[src/rtl/ssam_pkg.sv]
package ssam_pkg;

	// ****************************************
	// Timing
	// ****************************************
	localparam int CLK_HZ        = 40_000_000;
	localparam int TICK_US       = 1000;
	localparam int TICK_CYC      = CLK_HZ / 1_000_000 * TICK_US;
	localparam int SERVO_OFF_MS  = 1000;
	localparam int FLASH_HALF_MS = 250;

	// ****************************************
	// Codes and sizes
	// ****************************************
	localparam int         N_ALM        = 32;
	localparam int         N_WARN       = 4;
	localparam logic [7:0] ALM_BASE     = 8'h60;
	localparam logic [7:0] WARN_BASE    = 8'he8;
	localparam logic [4:0] CH_B         = 5'h0b;
	localparam logic [4:0] CH_C         = 5'h0c;
	localparam logic [4:0] CH_D         = 5'h0d;
	localparam logic [4:0] CH_WARN_BASE = 5'h18;
	localparam logic [4:0] IDX_60       = 5'h00;
	localparam logic [4:0] IDX_6A       = 5'h0a;
	localparam logic [4:0] IDX_6E       = 5'h0e;
	localparam logic [4:0] IDX_71       = 5'h11;

	// ****************************************
	// Register map
	// ****************************************
	localparam logic [7:0] OFS_ALM_STAT = 8'h00;
	localparam logic [7:0] OFS_STATE    = 8'h04;
	localparam logic [7:0] OFS_IRQ_STAT = 8'h08;
	localparam logic [7:0] OFS_IRQ_EN   = 8'h0c;
	localparam logic [7:0] OFS_IRQ_CLR  = 8'h10;
	localparam logic [7:0] OFS_CTRL     = 8'h14;
	localparam int         CTRL_KEY_BIT   = 0;
	localparam int         CTRL_NCPON_BIT = 1;
	localparam int         IRQ_W          = 2;
	localparam int         IRQ_ALM_BIT    = 0;
	localparam int         IRQ_WARN_BIT   = 1;
	localparam int         ST_WARN_LSB    = 0;
	localparam int         ST_DISP_LSB    = 4;
	localparam int         ST_READY_BIT   = 6;
	localparam int         ST_ESTOP_BIT   = 7;
	localparam logic [1:0] IRQ_EN_RST     = 2'h0;

	// ****************************************
	// Types
	// ****************************************
	typedef enum logic [1:0] {
		ST_RDY_OFF = 2'b00,
		ST_SRV_OFF = 2'b01,
		ST_SRV_ON  = 2'b10
	} ssam_disp_st_t;

	typedef enum logic [2:0] {
		DW_NONE   = 3'b000,
		DW_CONT   = 3'b001,
		DW_TRANS  = 3'b010,
		DW_RDYOFF = 3'b011,
		DW_PWRON  = 3'b100,
		DW_NCPON  = 3'b101,
		DW_RDYON  = 3'b110
	} ssam_win_t;

	typedef enum logic [1:0] {
		REL_NONE = 2'b00,
		REL_UNIT = 2'b01,
		REL_CTRL = 2'b10,
		REL_KEY  = 2'b11
	} ssam_rel_t;

	// Detection window per alarm index (code minus 60h)
	function automatic ssam_win_t ssam_alarm_win(input logic [4:0] idx);
		case (idx)
			5'h00, 5'h01, 5'h02, 5'h03: ssam_alarm_win = DW_CONT;
			5'h05, 5'h07, 5'h09, 5'h0c: ssam_alarm_win = DW_TRANS;
			5'h08, 5'h0f:               ssam_alarm_win = DW_CONT;
			5'h0a, 5'h0b:               ssam_alarm_win = DW_RDYOFF;
			5'h0d, 5'h16:               ssam_alarm_win = DW_NCPON;
			5'h0e:                      ssam_alarm_win = DW_PWRON;
			5'h11:                      ssam_alarm_win = DW_RDYON;
			5'h13, 5'h14, 5'h15, 5'h17: ssam_alarm_win = DW_CONT;
			default:                    ssam_alarm_win = DW_NONE;
		endcase
	endfunction : ssam_alarm_win

	// Release class per alarm index
	function automatic ssam_rel_t ssam_alarm_rel(input logic [4:0] idx);
		case (idx)
			5'h08, 5'h0e, 5'h0f, 5'h16: ssam_alarm_rel = REL_UNIT;
			5'h11, 5'h15:               ssam_alarm_rel = REL_KEY;
			5'h04, 5'h06, 5'h10, 5'h12: ssam_alarm_rel = REL_NONE;
			5'h18, 5'h19, 5'h1a, 5'h1b: ssam_alarm_rel = REL_NONE;
			5'h1c, 5'h1d, 5'h1e, 5'h1f: ssam_alarm_rel = REL_NONE;
			default:                    ssam_alarm_rel = REL_CTRL;
		endcase
	endfunction : ssam_alarm_rel

endpackage : ssam_pkg

[src/rtl/ssam_tick.sv]
module ssam_tick #(
	parameter int DIV = ssam_pkg::TICK_CYC
) (
	// Clock and reset
	input  wire logic core_clk_i,
	input  wire logic rst_b_i,
	// Enable pulse
	output logic      tick_o
);
	import ssam_pkg::*;

	localparam int CW = $clog2(DIV);
	localparam logic [CW-1:0] LAST = CW'(DIV - 1);

	logic [CW-1:0] cnt_r;

	if (DIV < 2) begin : g_chk
		$error("ssam_tick: DIV must be at least 2");
	end

	wire wrap = (cnt_r == LAST);

	always_ff @(posedge core_clk_i or negedge rst_b_i) begin
		if (!rst_b_i) begin
			cnt_r  <= '0;
			tick_o <= 1'b0;
		end else begin
			cnt_r  <= wrap ? '0 : cnt_r + 1'b1;
			tick_o <= wrap;
		end
	end

endmodule : ssam_tick

[src/rtl/ssam_top.sv]
//Operation
// - Indicator shows ready-off code b from power-on until emergency stop release.
// - After release show servo-off code c for one second, then servo-on.
// - Servo-on code d shown while released and operation permitted.
// - Active alarm or warning code flashes; steady code means no alarm.
// - Display character differs from number: 60-6F to 0-F, 70-77 G-n, E8-EB o-r.
// - Alarms 60-7F are supply faults reported to the drive over the cable.
// - Each alarm has release: unit repower, controller repower, or reset key.
// - Checks 60,61,62,63,68,73,74,75,77 run continuously from power-on.
// - 65,67,69,6C checked at ready-on transition; 6A,6B only while ready off.
// - 6E checked right after power-on, unit repower release; 6F always.
// - 6D, 76 and EA evaluated when the controller powers on.
// - 71, E9, EB evaluated only while ready on; 71 cleared by reset key.
// - Warnings E8-EB are not latched and need no reset to clear.
//
// Added by the designer: the register addresses and the APB slave port.
module ssam_top #(
	parameter int TICK_DIV = ssam_pkg::TICK_CYC
) (
	// Clock and reset
	input  wire logic                        core_clk_i,
	input  wire logic                        rst_b_i,
	// APB slave
	input  wire logic                        psel_i,
	input  wire logic                        penable_i,
	input  wire logic                        pwrite_i,
	input  wire logic [7:0]                  paddr_i,
	input  wire logic [31:0]                 pwdata_i,
	output logic      [31:0]                 prdata_o,
	output logic                             pready_o,
	output logic                             pslverr_o,
	// Fault sensing and emergency stop
	input  wire logic [ssam_pkg::N_ALM-1:0]  fault_i,
	input  wire logic [ssam_pkg::N_WARN-1:0] warn_i,
	input  wire logic                        estop_rel_i,
	// Seven-segment indicator
	output logic      [6:0]                  seg_o,
	output logic      [4:0]                  disp_char_o,
	output logic                             disp_flash_o,
	// Supply comm cable to drive unit
	output logic      [7:0]                  cable_alarm_no_o,
	output logic                             cable_alarm_act_o,
	// Interrupt
	output logic                             irq_o
);
	import ssam_pkg::*;

	localparam logic [9:0] SRV_LIM = 10'(SERVO_OFF_MS - 1);
	localparam logic [7:0] FL_LIM  = 8'(FLASH_HALF_MS - 1);
	localparam int         SW      = N_ALM + N_WARN + 1;

	if (TICK_DIV < 2) begin : g_chk
		$error("ssam_top: TICK_DIV must be at least 2");
	end

	// ****************************************
	// Functions
	// ****************************************
	function automatic logic [4:0] lowest_set(input logic [31:0] v);
		lowest_set = 5'h00;
		for (int i = 31; i >= 0; i--) begin
			if (v[i]) begin
				lowest_set = 5'(i);
			end
		end
	endfunction : lowest_set

	function automatic logic win_ok(input ssam_win_t w, input logic rdy, input logic trans,
	                                input logic pwron, input logic ncpon);
		case (w)
			DW_CONT:   win_ok = 1'b1;
			DW_TRANS:  win_ok = trans;
			DW_RDYOFF: win_ok = !rdy;
			DW_PWRON:  win_ok = pwron;
			DW_NCPON:  win_ok = ncpon;
			DW_RDYON:  win_ok = rdy;
			default:   win_ok = 1'b0;
		endcase
	endfunction : win_ok

	function automatic logic [6:0] seg_of(input logic [4:0] ch);
		case (ch)
			5'h00: seg_of = 7'h3f;
			5'h01: seg_of = 7'h06;
			5'h02: seg_of = 7'h5b;
			5'h03: seg_of = 7'h4f;
			5'h04: seg_of = 7'h66;
			5'h05: seg_of = 7'h6d;
			5'h06: seg_of = 7'h7d;
			5'h07: seg_of = 7'h07;
			5'h08: seg_of = 7'h7f;
			5'h09: seg_of = 7'h6f;
			5'h0a: seg_of = 7'h77;
			5'h0b: seg_of = 7'h7c;
			5'h0c: seg_of = 7'h58;
			5'h0d: seg_of = 7'h5e;
			5'h0e: seg_of = 7'h79;
			5'h0f: seg_of = 7'h71;
			5'h10: seg_of = 7'h3d;
			5'h11: seg_of = 7'h76;
			5'h12: seg_of = 7'h04;
			5'h13: seg_of = 7'h1e;
			5'h14: seg_of = 7'h75;
			5'h15: seg_of = 7'h38;
			5'h16: seg_of = 7'h37;
			5'h17: seg_of = 7'h54;
			5'h18: seg_of = 7'h5c;
			5'h19: seg_of = 7'h73;
			5'h1a: seg_of = 7'h67;
			5'h1b: seg_of = 7'h50;
			default: seg_of = 7'h40;
		endcase
	endfunction : seg_of

	// ****************************************
	// Input synchronisers and power-on pulse
	// ****************************************
	logic [SW-1:0] sync1_r;
	logic [SW-1:0] sync2_r;
	logic [1:0]    por_cnt_r;

	always_ff @(posedge core_clk_i or negedge rst_b_i) begin
		if (!rst_b_i) begin
			sync1_r   <= '0;
			sync2_r   <= '0;
			por_cnt_r <= 2'h0;
		end else begin
			sync1_r   <= {estop_rel_i, warn_i, fault_i};
			sync2_r   <= sync1_r;
			por_cnt_r <= (por_cnt_r == 2'h3) ? por_cnt_r : por_cnt_r + 2'h1;
		end
	end

	wire [N_ALM-1:0]  fault_s = sync2_r[N_ALM-1:0];
	wire [N_WARN-1:0] warn_s  = sync2_r[N_ALM+N_WARN-1:N_ALM];
	wire              estop_s = sync2_r[SW-1];
	// Synchronisers are full only from the second edge on
	wire              pwron_p = (por_cnt_r == 2'h2);

	// ****************************************
	// APB slave
	// ****************************************
	logic [IRQ_W-1:0] irq_en_r;
	logic [IRQ_W-1:0] irq_stat_r;
	logic [N_ALM-1:0] alm_r;
	logic [3:0]       warn_live;
	ssam_disp_st_t    st_r;

	wire apb_acc   = psel_i & penable_i;
	wire apb_first = apb_acc & !pready_o;
	wire wr_en     = apb_acc & pready_o & pwrite_i;
	wire hit_alm   = (paddr_i == OFS_ALM_STAT);
	wire hit_state = (paddr_i == OFS_STATE);
	wire hit_ist   = (paddr_i == OFS_IRQ_STAT);
	wire hit_ien   = (paddr_i == OFS_IRQ_EN);
	wire hit_iclr  = (paddr_i == OFS_IRQ_CLR);
	wire hit_ctrl  = (paddr_i == OFS_CTRL);
	wire mapped    = hit_alm | hit_state | hit_ist | hit_ien | hit_iclr | hit_ctrl;
	// Controller events arrive as self-clearing command bits
	wire key_p     = wr_en & hit_ctrl & pwdata_i[CTRL_KEY_BIT];
	wire ncpon_p   = wr_en & hit_ctrl & pwdata_i[CTRL_NCPON_BIT];
	wire [IRQ_W-1:0] iclr = (wr_en & hit_iclr) ? pwdata_i[IRQ_W-1:0] : '0;

	wire [31:0] state_word = {24'h0, estop_s, (st_r != ST_RDY_OFF), st_r, warn_live};
	wire [31:0] rd_mux = hit_alm   ? alm_r :
	                     hit_state ? state_word :
	                     hit_ist   ? {30'h0, irq_stat_r} :
	                     hit_ien   ? {30'h0, irq_en_r} : 32'h0;

	always_ff @(posedge core_clk_i or negedge rst_b_i) begin
		if (!rst_b_i) begin
			pready_o  <= 1'b0;
			pslverr_o <= 1'b0;
			prdata_o  <= 32'h0;
			irq_en_r  <= IRQ_EN_RST;
		end else begin
			pready_o  <= apb_first;
			pslverr_o <= apb_first & !mapped;
			prdata_o  <= (apb_first & !pwrite_i) ? rd_mux : 32'h0;
			if (wr_en & hit_ien) begin
				irq_en_r <= pwdata_i[IRQ_W-1:0];
			end
		end
	end

	// ****************************************
	// Status sequence and timebase
	// ****************************************
	logic          tick;
	logic [9:0]    cnt_r;
	logic [7:0]    fl_cnt_r;
	logic          phase_r;
	ssam_disp_st_t st_nxt;

	ssam_tick #(.DIV(TICK_DIV)) u_tick (
		.core_clk_i (core_clk_i),
		.rst_b_i    (rst_b_i),
		.tick_o     (tick)
	);

	wire any_alm   = |alm_r;
	wire srv_done  = tick & (cnt_r == SRV_LIM);

	always_comb begin
		st_nxt = st_r;
		case (st_r)
			ST_RDY_OFF: if (estop_s && !any_alm) st_nxt = ST_SRV_OFF;
			ST_SRV_OFF: begin
				if (!estop_s || any_alm) st_nxt = ST_RDY_OFF;
				else if (srv_done) st_nxt = ST_SRV_ON;
			end
			ST_SRV_ON:  if (!estop_s || any_alm) st_nxt = ST_RDY_OFF;
			default:    st_nxt = ST_RDY_OFF;
		endcase
	end

	wire ready   = (st_r != ST_RDY_OFF);
	wire trans_p = (st_r == ST_RDY_OFF) && (st_nxt == ST_SRV_OFF);
	wire fl_wrap = tick & (fl_cnt_r == FL_LIM);

	always_ff @(posedge core_clk_i or negedge rst_b_i) begin
		if (!rst_b_i) begin
			st_r     <= ST_RDY_OFF;
			cnt_r    <= 10'h000;
			fl_cnt_r <= 8'h00;
			phase_r  <= 1'b1;
		end else begin
			st_r     <= st_nxt;
			cnt_r    <= (st_r != ST_SRV_OFF) ? 10'h000 : (tick ? cnt_r + 10'h001 : cnt_r);
			fl_cnt_r <= fl_wrap ? 8'h00 : (tick ? fl_cnt_r + 8'h01 : fl_cnt_r);
			phase_r  <= fl_wrap ? !phase_r : phase_r;
		end
	end

	// ****************************************
	// Alarm latches and warnings
	// ****************************************
	logic [N_ALM-1:0] det;
	logic [N_ALM-1:0] clr;
	logic             ea_r;
	logic [3:0]       warn_prev_r;

	always_comb begin
		for (int i = 0; i < N_ALM; i++) begin
			// Windows per code
			det[i] = fault_s[i] & win_ok(ssam_alarm_win(5'(i)), ready, trans_p, pwron_p, ncpon_p);
			case (ssam_alarm_rel(5'(i)))
				REL_CTRL: clr[i] = ncpon_p;
				REL_KEY:  clr[i] = key_p;
				default:  clr[i] = 1'b0;
			endcase
		end
	end

	// New detections win over a release in the same cycle
	wire [N_ALM-1:0] alm_nxt = (alm_r & ~clr) | det;
	// EA is caught at controller power-on and dropped once its input falls
	assign warn_live = {warn_s[3] & ready, ea_r & warn_s[2], warn_s[1] & ready, warn_s[0]};
	wire any_warn = |warn_live;
	wire [IRQ_W-1:0] ev = {|(warn_live & ~warn_prev_r), |(alm_nxt & ~alm_r)};

	always_ff @(posedge core_clk_i or negedge rst_b_i) begin
		if (!rst_b_i) begin
			alm_r       <= '0;
			ea_r        <= 1'b0;
			warn_prev_r <= 4'h0;
			irq_stat_r  <= '0;
			irq_o       <= 1'b0;
		end else begin
			alm_r       <= alm_nxt;
			ea_r        <= (ncpon_p & warn_s[2]) | (ea_r & warn_s[2]);
			warn_prev_r <= warn_live;
			irq_stat_r  <= (irq_stat_r & ~iclr) | ev;
			irq_o       <= |(irq_stat_r & irq_en_r);
		end
	end

	// ****************************************
	// Indicator and cable report
	// ****************************************
	wire [4:0] alm_idx  = lowest_set(alm_r);
	wire [4:0] warn_idx = lowest_set({28'h0, warn_live});
	wire [4:0] st_char  = (st_r == ST_SRV_ON) ? CH_D : (st_r == ST_SRV_OFF) ? CH_C : CH_B;
	wire [4:0] char_nxt = any_alm ? alm_idx : any_warn ? CH_WARN_BASE + warn_idx : st_char;
	wire       flash    = any_alm | any_warn;
	wire [7:0] no_nxt   = any_alm ? (ALM_BASE | {3'h0, alm_idx}) :
	                      any_warn ? WARN_BASE + {6'h0, warn_idx[1:0]} : 8'h00;

	always_ff @(posedge core_clk_i or negedge rst_b_i) begin
		if (!rst_b_i) begin
			seg_o             <= 7'h00;
			disp_char_o       <= CH_B;
			disp_flash_o      <= 1'b0;
			cable_alarm_no_o  <= 8'h00;
			cable_alarm_act_o <= 1'b0;
		end else begin
			seg_o             <= (flash && !phase_r) ? 7'h00 : seg_of(char_nxt);
			disp_char_o       <= char_nxt;
			disp_flash_o      <= flash;
			cable_alarm_no_o  <= no_nxt;
			cable_alarm_act_o <= flash;
		end
	end
endmodule : ssam_top

[config.mk]
export PLATFORM = sky130hd
export DESIGN_NAME = ssam_top
export DESIGN_NICKNAME = d
export VERILOG_FILES = /design/src/rtl/ssam_pkg.sv /design/src/rtl/ssam_tick.sv /design/src/rtl/ssam_top.sv
export SDC_FILE = /design/constraint.sdc
export NUM_CORES = 1
export LEC_CHECK = 0
export BUFFER_PORTS_ARGS = -buffer_cell sky130_fd_sc_hd__clkbuf_2
export CAP_MARGIN = 25
export CORE_AREA = 2 2 119 121
export CTS_BUF_LIST = sky130_fd_sc_hd__clkbuf_8
export DETAILED_ROUTE_END_ITERATION = 8
export DIE_AREA = 0 0 121 123
export PLACE_DENSITY = 0.77
export SETUP_SLACK_MARGIN = 0.2
export SYNTH_ARGS = -nofsm -noshare
export SYNTH_HDL_FRONTEND = slang
export SYNTH_HIERARCHICAL = 1
export SYNTH_SLANG_ARGS = --single-unit
[constraint.sdc]
create_clock -name core_clk_i -period 3.1 [get_ports core_clk_i]
set_clock_uncertainty 0.15 [all_clocks]
set_input_delay 0.62 -clock core_clk_i [delete_from_list [all_inputs] [get_ports core_clk_i]]
set_output_delay 0.62 -clock core_clk_i [all_outputs]
set_load 0.02 [all_outputs]
==> results by group <==
Status
  • Result of the run: complete, no violations

Synth
  • Instance count of the mapped netlist: between 500 and 600
  • Portion of the post-synthesis area used by sequential elements: ~61%
  • Most used flip-flop cell after synthesis: dfrtp_1
  • Number of flip-flops and latches in the synthesized netlist: about 160
  • Number of synthesized flops with an enable pin: 0
  • Proportion of register bits with asynchronous set or reset after synthesis: 100.0%
  • Total of warnings raised by yosys: 6
  • Avg Cell Area, Syn: between 10 and 15 um^2
  • Count of cell types in the netlist: 65
  • Netlist area before placement: ~6800 um^2

STA
  • Max-slew headroom at the worst pin: 60.33%
  • Max Fclk: 356.5 MHz
  • Total Negative Setup Slacks: 0 ns
  • Post-route clock period utilization: 90.49%
  • Count of endpoints failing hold in the final timing report: 0
  • Setup-violating endpoint count in the final report: 0
  • Min Tclk post-route: about 2.8 ns
  • Transition time at the pin with the least slew margin: 0.5950 ns
  • Unrepaired setup endpoints after global routing: yes
  • Count of final max-slew check failures: 0

GRT
  • Largest net degree at the start of global routing: 67
  • Vias in the first global route: between 4,000 and 5,000
  • Initial antenna violation count: 0
  • Remaining global-route overflow: 0
  • Global-route wire length before repair: 22,230 um
  • Total Routing Usage GR: about 19%

Place
  • # port buffers: 86
  • Placer's final routability congestion estimate: about 0.9
  • Dpl hpwl: roughly 9900 um
  • Area of placed instances: about 7600 um^2
  • Cell Count Post-Placement: approximately 900

Final layout
  • Share of post-route cells with drive strength above 1: 30.53%
  • Antenna Diode Count: 0
  • Storage element area: roughly 4100 um^2
  • Number of nets in the final layout: approximately 840
  • Most common cell after layout, fill and taps aside: dfrtp_1
  • Area taken by multi-input logic gates: approximately 2500 um^2
  • Utilization after layout: between 60% and 70%
  • Count of fill cells added during filler insertion: ~1,000
  • Most frequent cells in the layout: 158 x dfrtp_1, 85 x clkbuf_2, 57 x buf_4
  • Final Instance Area: ~8400 um^2
  • Final Non-Filler Cells: 930
  • Layout area overhead: 23.43%

Worst setup path
  • Number of cells on the worst reg-to-reg path: 12
  • Startpoint type of the worst setup path: flip-flop
  • Most used cell along the critical path: buf_4
  • WP data required: ~3.3 ns
  • Critical path capture point type: flip-flop
  • Delay of the slowest critical-path stage: 0.40 ns
  • CP Data Arrival Time: between 3 and 4 ns
  • Critical path class: flip-flop to flip-flop
  • R2R setup slack: 0.29 ns
  • Standard cell with the maximum stage delay on the critical path: dfrtp_1
  • End of the critical path: seg_o[0]$_DFF_PN0_
  • Worst reg2reg path endpoint: seg_o[0]$_DFF_PN0_
  • Largest fanout of any net on the critical path: 2
  • Critical path launch point: alm_r[21]$_DFF_PN0_
  • Critical path, cell by cell: nor4_2 > buf_4 > buf_6 > nand2_4 > nor3_4 > a211o_1 > o211ai_1 > buf_4 > ha_4 > a22o_1 > a221o_1 > a311oi_2
  • RR Startpoint: alm_r[21]$_DFF_PN0_

Route
  • Routed wire length: 13,860 um
  • Vias per cell: between 5 and 6
  • Initial detailed-routing violation count: around 310
  • Number of iterations in the first detailed-routing pass: 7
  • Routed via count: around 5,000
  • Average wire per cell in the routed design: between 10 and 15 um
  • DRC: 0
  • Antenna Nets Post-Route: 0

Power and ir drop
  • Pleak: about 4.2 nW
  • Peak supply drop: 406.1 uV
  • Total power: 3.863 mW
  • Power density relative to cell area: between 400 and 500 nW/um^2

Die
  • Ports placed on the boundary: ~140
  • Floorplan core area: between 10,000 and 15,000 um^2
  • Floorplan die height: 123 um
  • Total die area: ~15,000 um^2
  • DIE WIDTH: 121 um
  • Effective utilization at floorplan: 49.71%
  • Total number of placement rows: 43

Clock tree
  • Clock Path Buffers: 2
  • Root buffer selected by CTS: clkbuf_8
  • Number of buffers added by the clock tree synthesis step: 17
  • Clock Latency Late Sink: about 0.46 ns
  • H-tree lvl count: 4
  • Clock sinks: approximately 160
  • CTS tree: done
  • Clock-pin slew on the worst setup and hold paths: ~0.090 ns

Min path
  • Worst hold-check path type: input port to flip-flop

Job
  • Number of maximum-capacitance constraint violations: 0
## Yosys cell counts (all sizes together), types with 7 or more instances
library cell  count  area (um^2)
nor3             14        70.07
buf              18        125.1
nor2             50        187.7
a21oi            17        96.35
nand3            14        70.07
nor2b             7        43.79
nand2b            9        56.30
nand4            12        75.07
nor4             10        98.84
and2             22        137.6
inv              43        161.4
nand2            38        142.6
dfrtp           160         4004
a22o              9        78.83
xor2             12        105.1
o21ai            20        100.1
xnor2            16        140.1
a21o              7        52.55
ha               16        200.2
## worst max-delay path: cells and delay by family (launching register included)
kind            cells  cell delay [ns]
fa+ha+maj           1             0.15
simple gates        3             0.50
flops               1             0.40
compound gates      5             1.06
buf+inv             3             0.47
## logic make-up (layout without fill, tap and decap cells)
| logic type | after synthesis | in the layout | synth area share [%] |
|---|---|---|---|
| simple gates | 203 | 203 | 15.98 |
| flops | 164 | 164 | 60.72 |
| compound gates | 98 | 98 | 10.26 |
| buf+inv | 66 | 221 | 4.512 |
| xor+xnor | 28 | 28 | 3.624 |
| fa+ha+maj | 16 | 16 | 2.959 |
| mux | 10 | 10 | 1.886 |
| other cells | 1 | 10 | 0.05542 |
## report_power, final
part	switching [mW]	internal, mW	total [mW]
combinational	0.0763	0.0362	0.113
clock	0.799	0.762	1.56
sequential	0.0158	2.17	2.19
## metrics by stage
step	hold slack (ns)	setup slack, ns
2_1_floorplan	0.1744	0.2736
3_3_place_gp	0.1822	0.01842
3_5_place_dp	0.1847	0.04098
4_1_cts	0.08837	0.1943
5_1_grt	0.08322	0.1544
6_report	0.1119	0.2948
## sequential cells by signal, indices dropped and copies added (netlist names), 8 cells and up
| name | cells |
|---|---|
| alm_r | 20 |
| cnt_r | 10 |
| fl_cnt_r | 8 |
| prdata_o | 22 |
| sync1_r | 25 |
| sync2_r | 25 |
| u_tick/cnt_r | 16 |
## metal layers
| metal | track usage, % | wire, um | vias to the layer above |
|---|---|---|---|
| li1 | - | - | 2306 |
| met1 | 25.73 | 6115 | 2411 |
| met2 | 30.55 | 6778 | 151 |
| met3 | 4.843 | 722 | 26 |
| met4 | 7.485 | 244 | 0 |
| met5 | 0 | 0 | - |
## area by class of cell
cell class | instances | area share, %
Multi-Input combinational cell | 365 | 30.37
Sequential cell | 164 | 49.23
Inverter | 43 | 1.933
Clock buffer | 18 | 2.966
Timing Repair Buffer | 146 | 10.85
Tap cell | 180 | 2.697
Clock inverter | 14 | 1.963
## worst min-delay path by stage
stage / start / end / slack, ns / depth (start not counted)
2_1_floorplan: rst_b_i / alm_r[0]$_DFF_PN0_ / 0.17 / 0
3_3_place_gp: sync1_r[19]$_DFF_PN0_ / sync2_r[19]$_DFF_PN0_ / 0.18 / 0
3_5_place_dp: sync1_r[3]$_DFF_PN0_ / sync2_r[3]$_DFF_PN0_ / 0.18 / 0
4_1_cts: fault_i[22] / sync1_r[22]$_DFF_PN0_ / 0.09 / 1
5_1_grt: fault_i[22] / sync1_r[22]$_DFF_PN0_ / 0.08 / 1
6_report: fault_i[22] / sync1_r[22]$_DFF_PN0_ / 0.11 / 1
## what timing repair did
action | CTS | global route
hold buffers | 1 | 0
resized for setup | 8 | 34
pin swaps | 6 | 15
endpoints found under the setup margin | 4 | 6
endpoints found under the hold margin | 13 | 0
setup buffers | 6 | 13
Power figures use the tool's default switching activity.
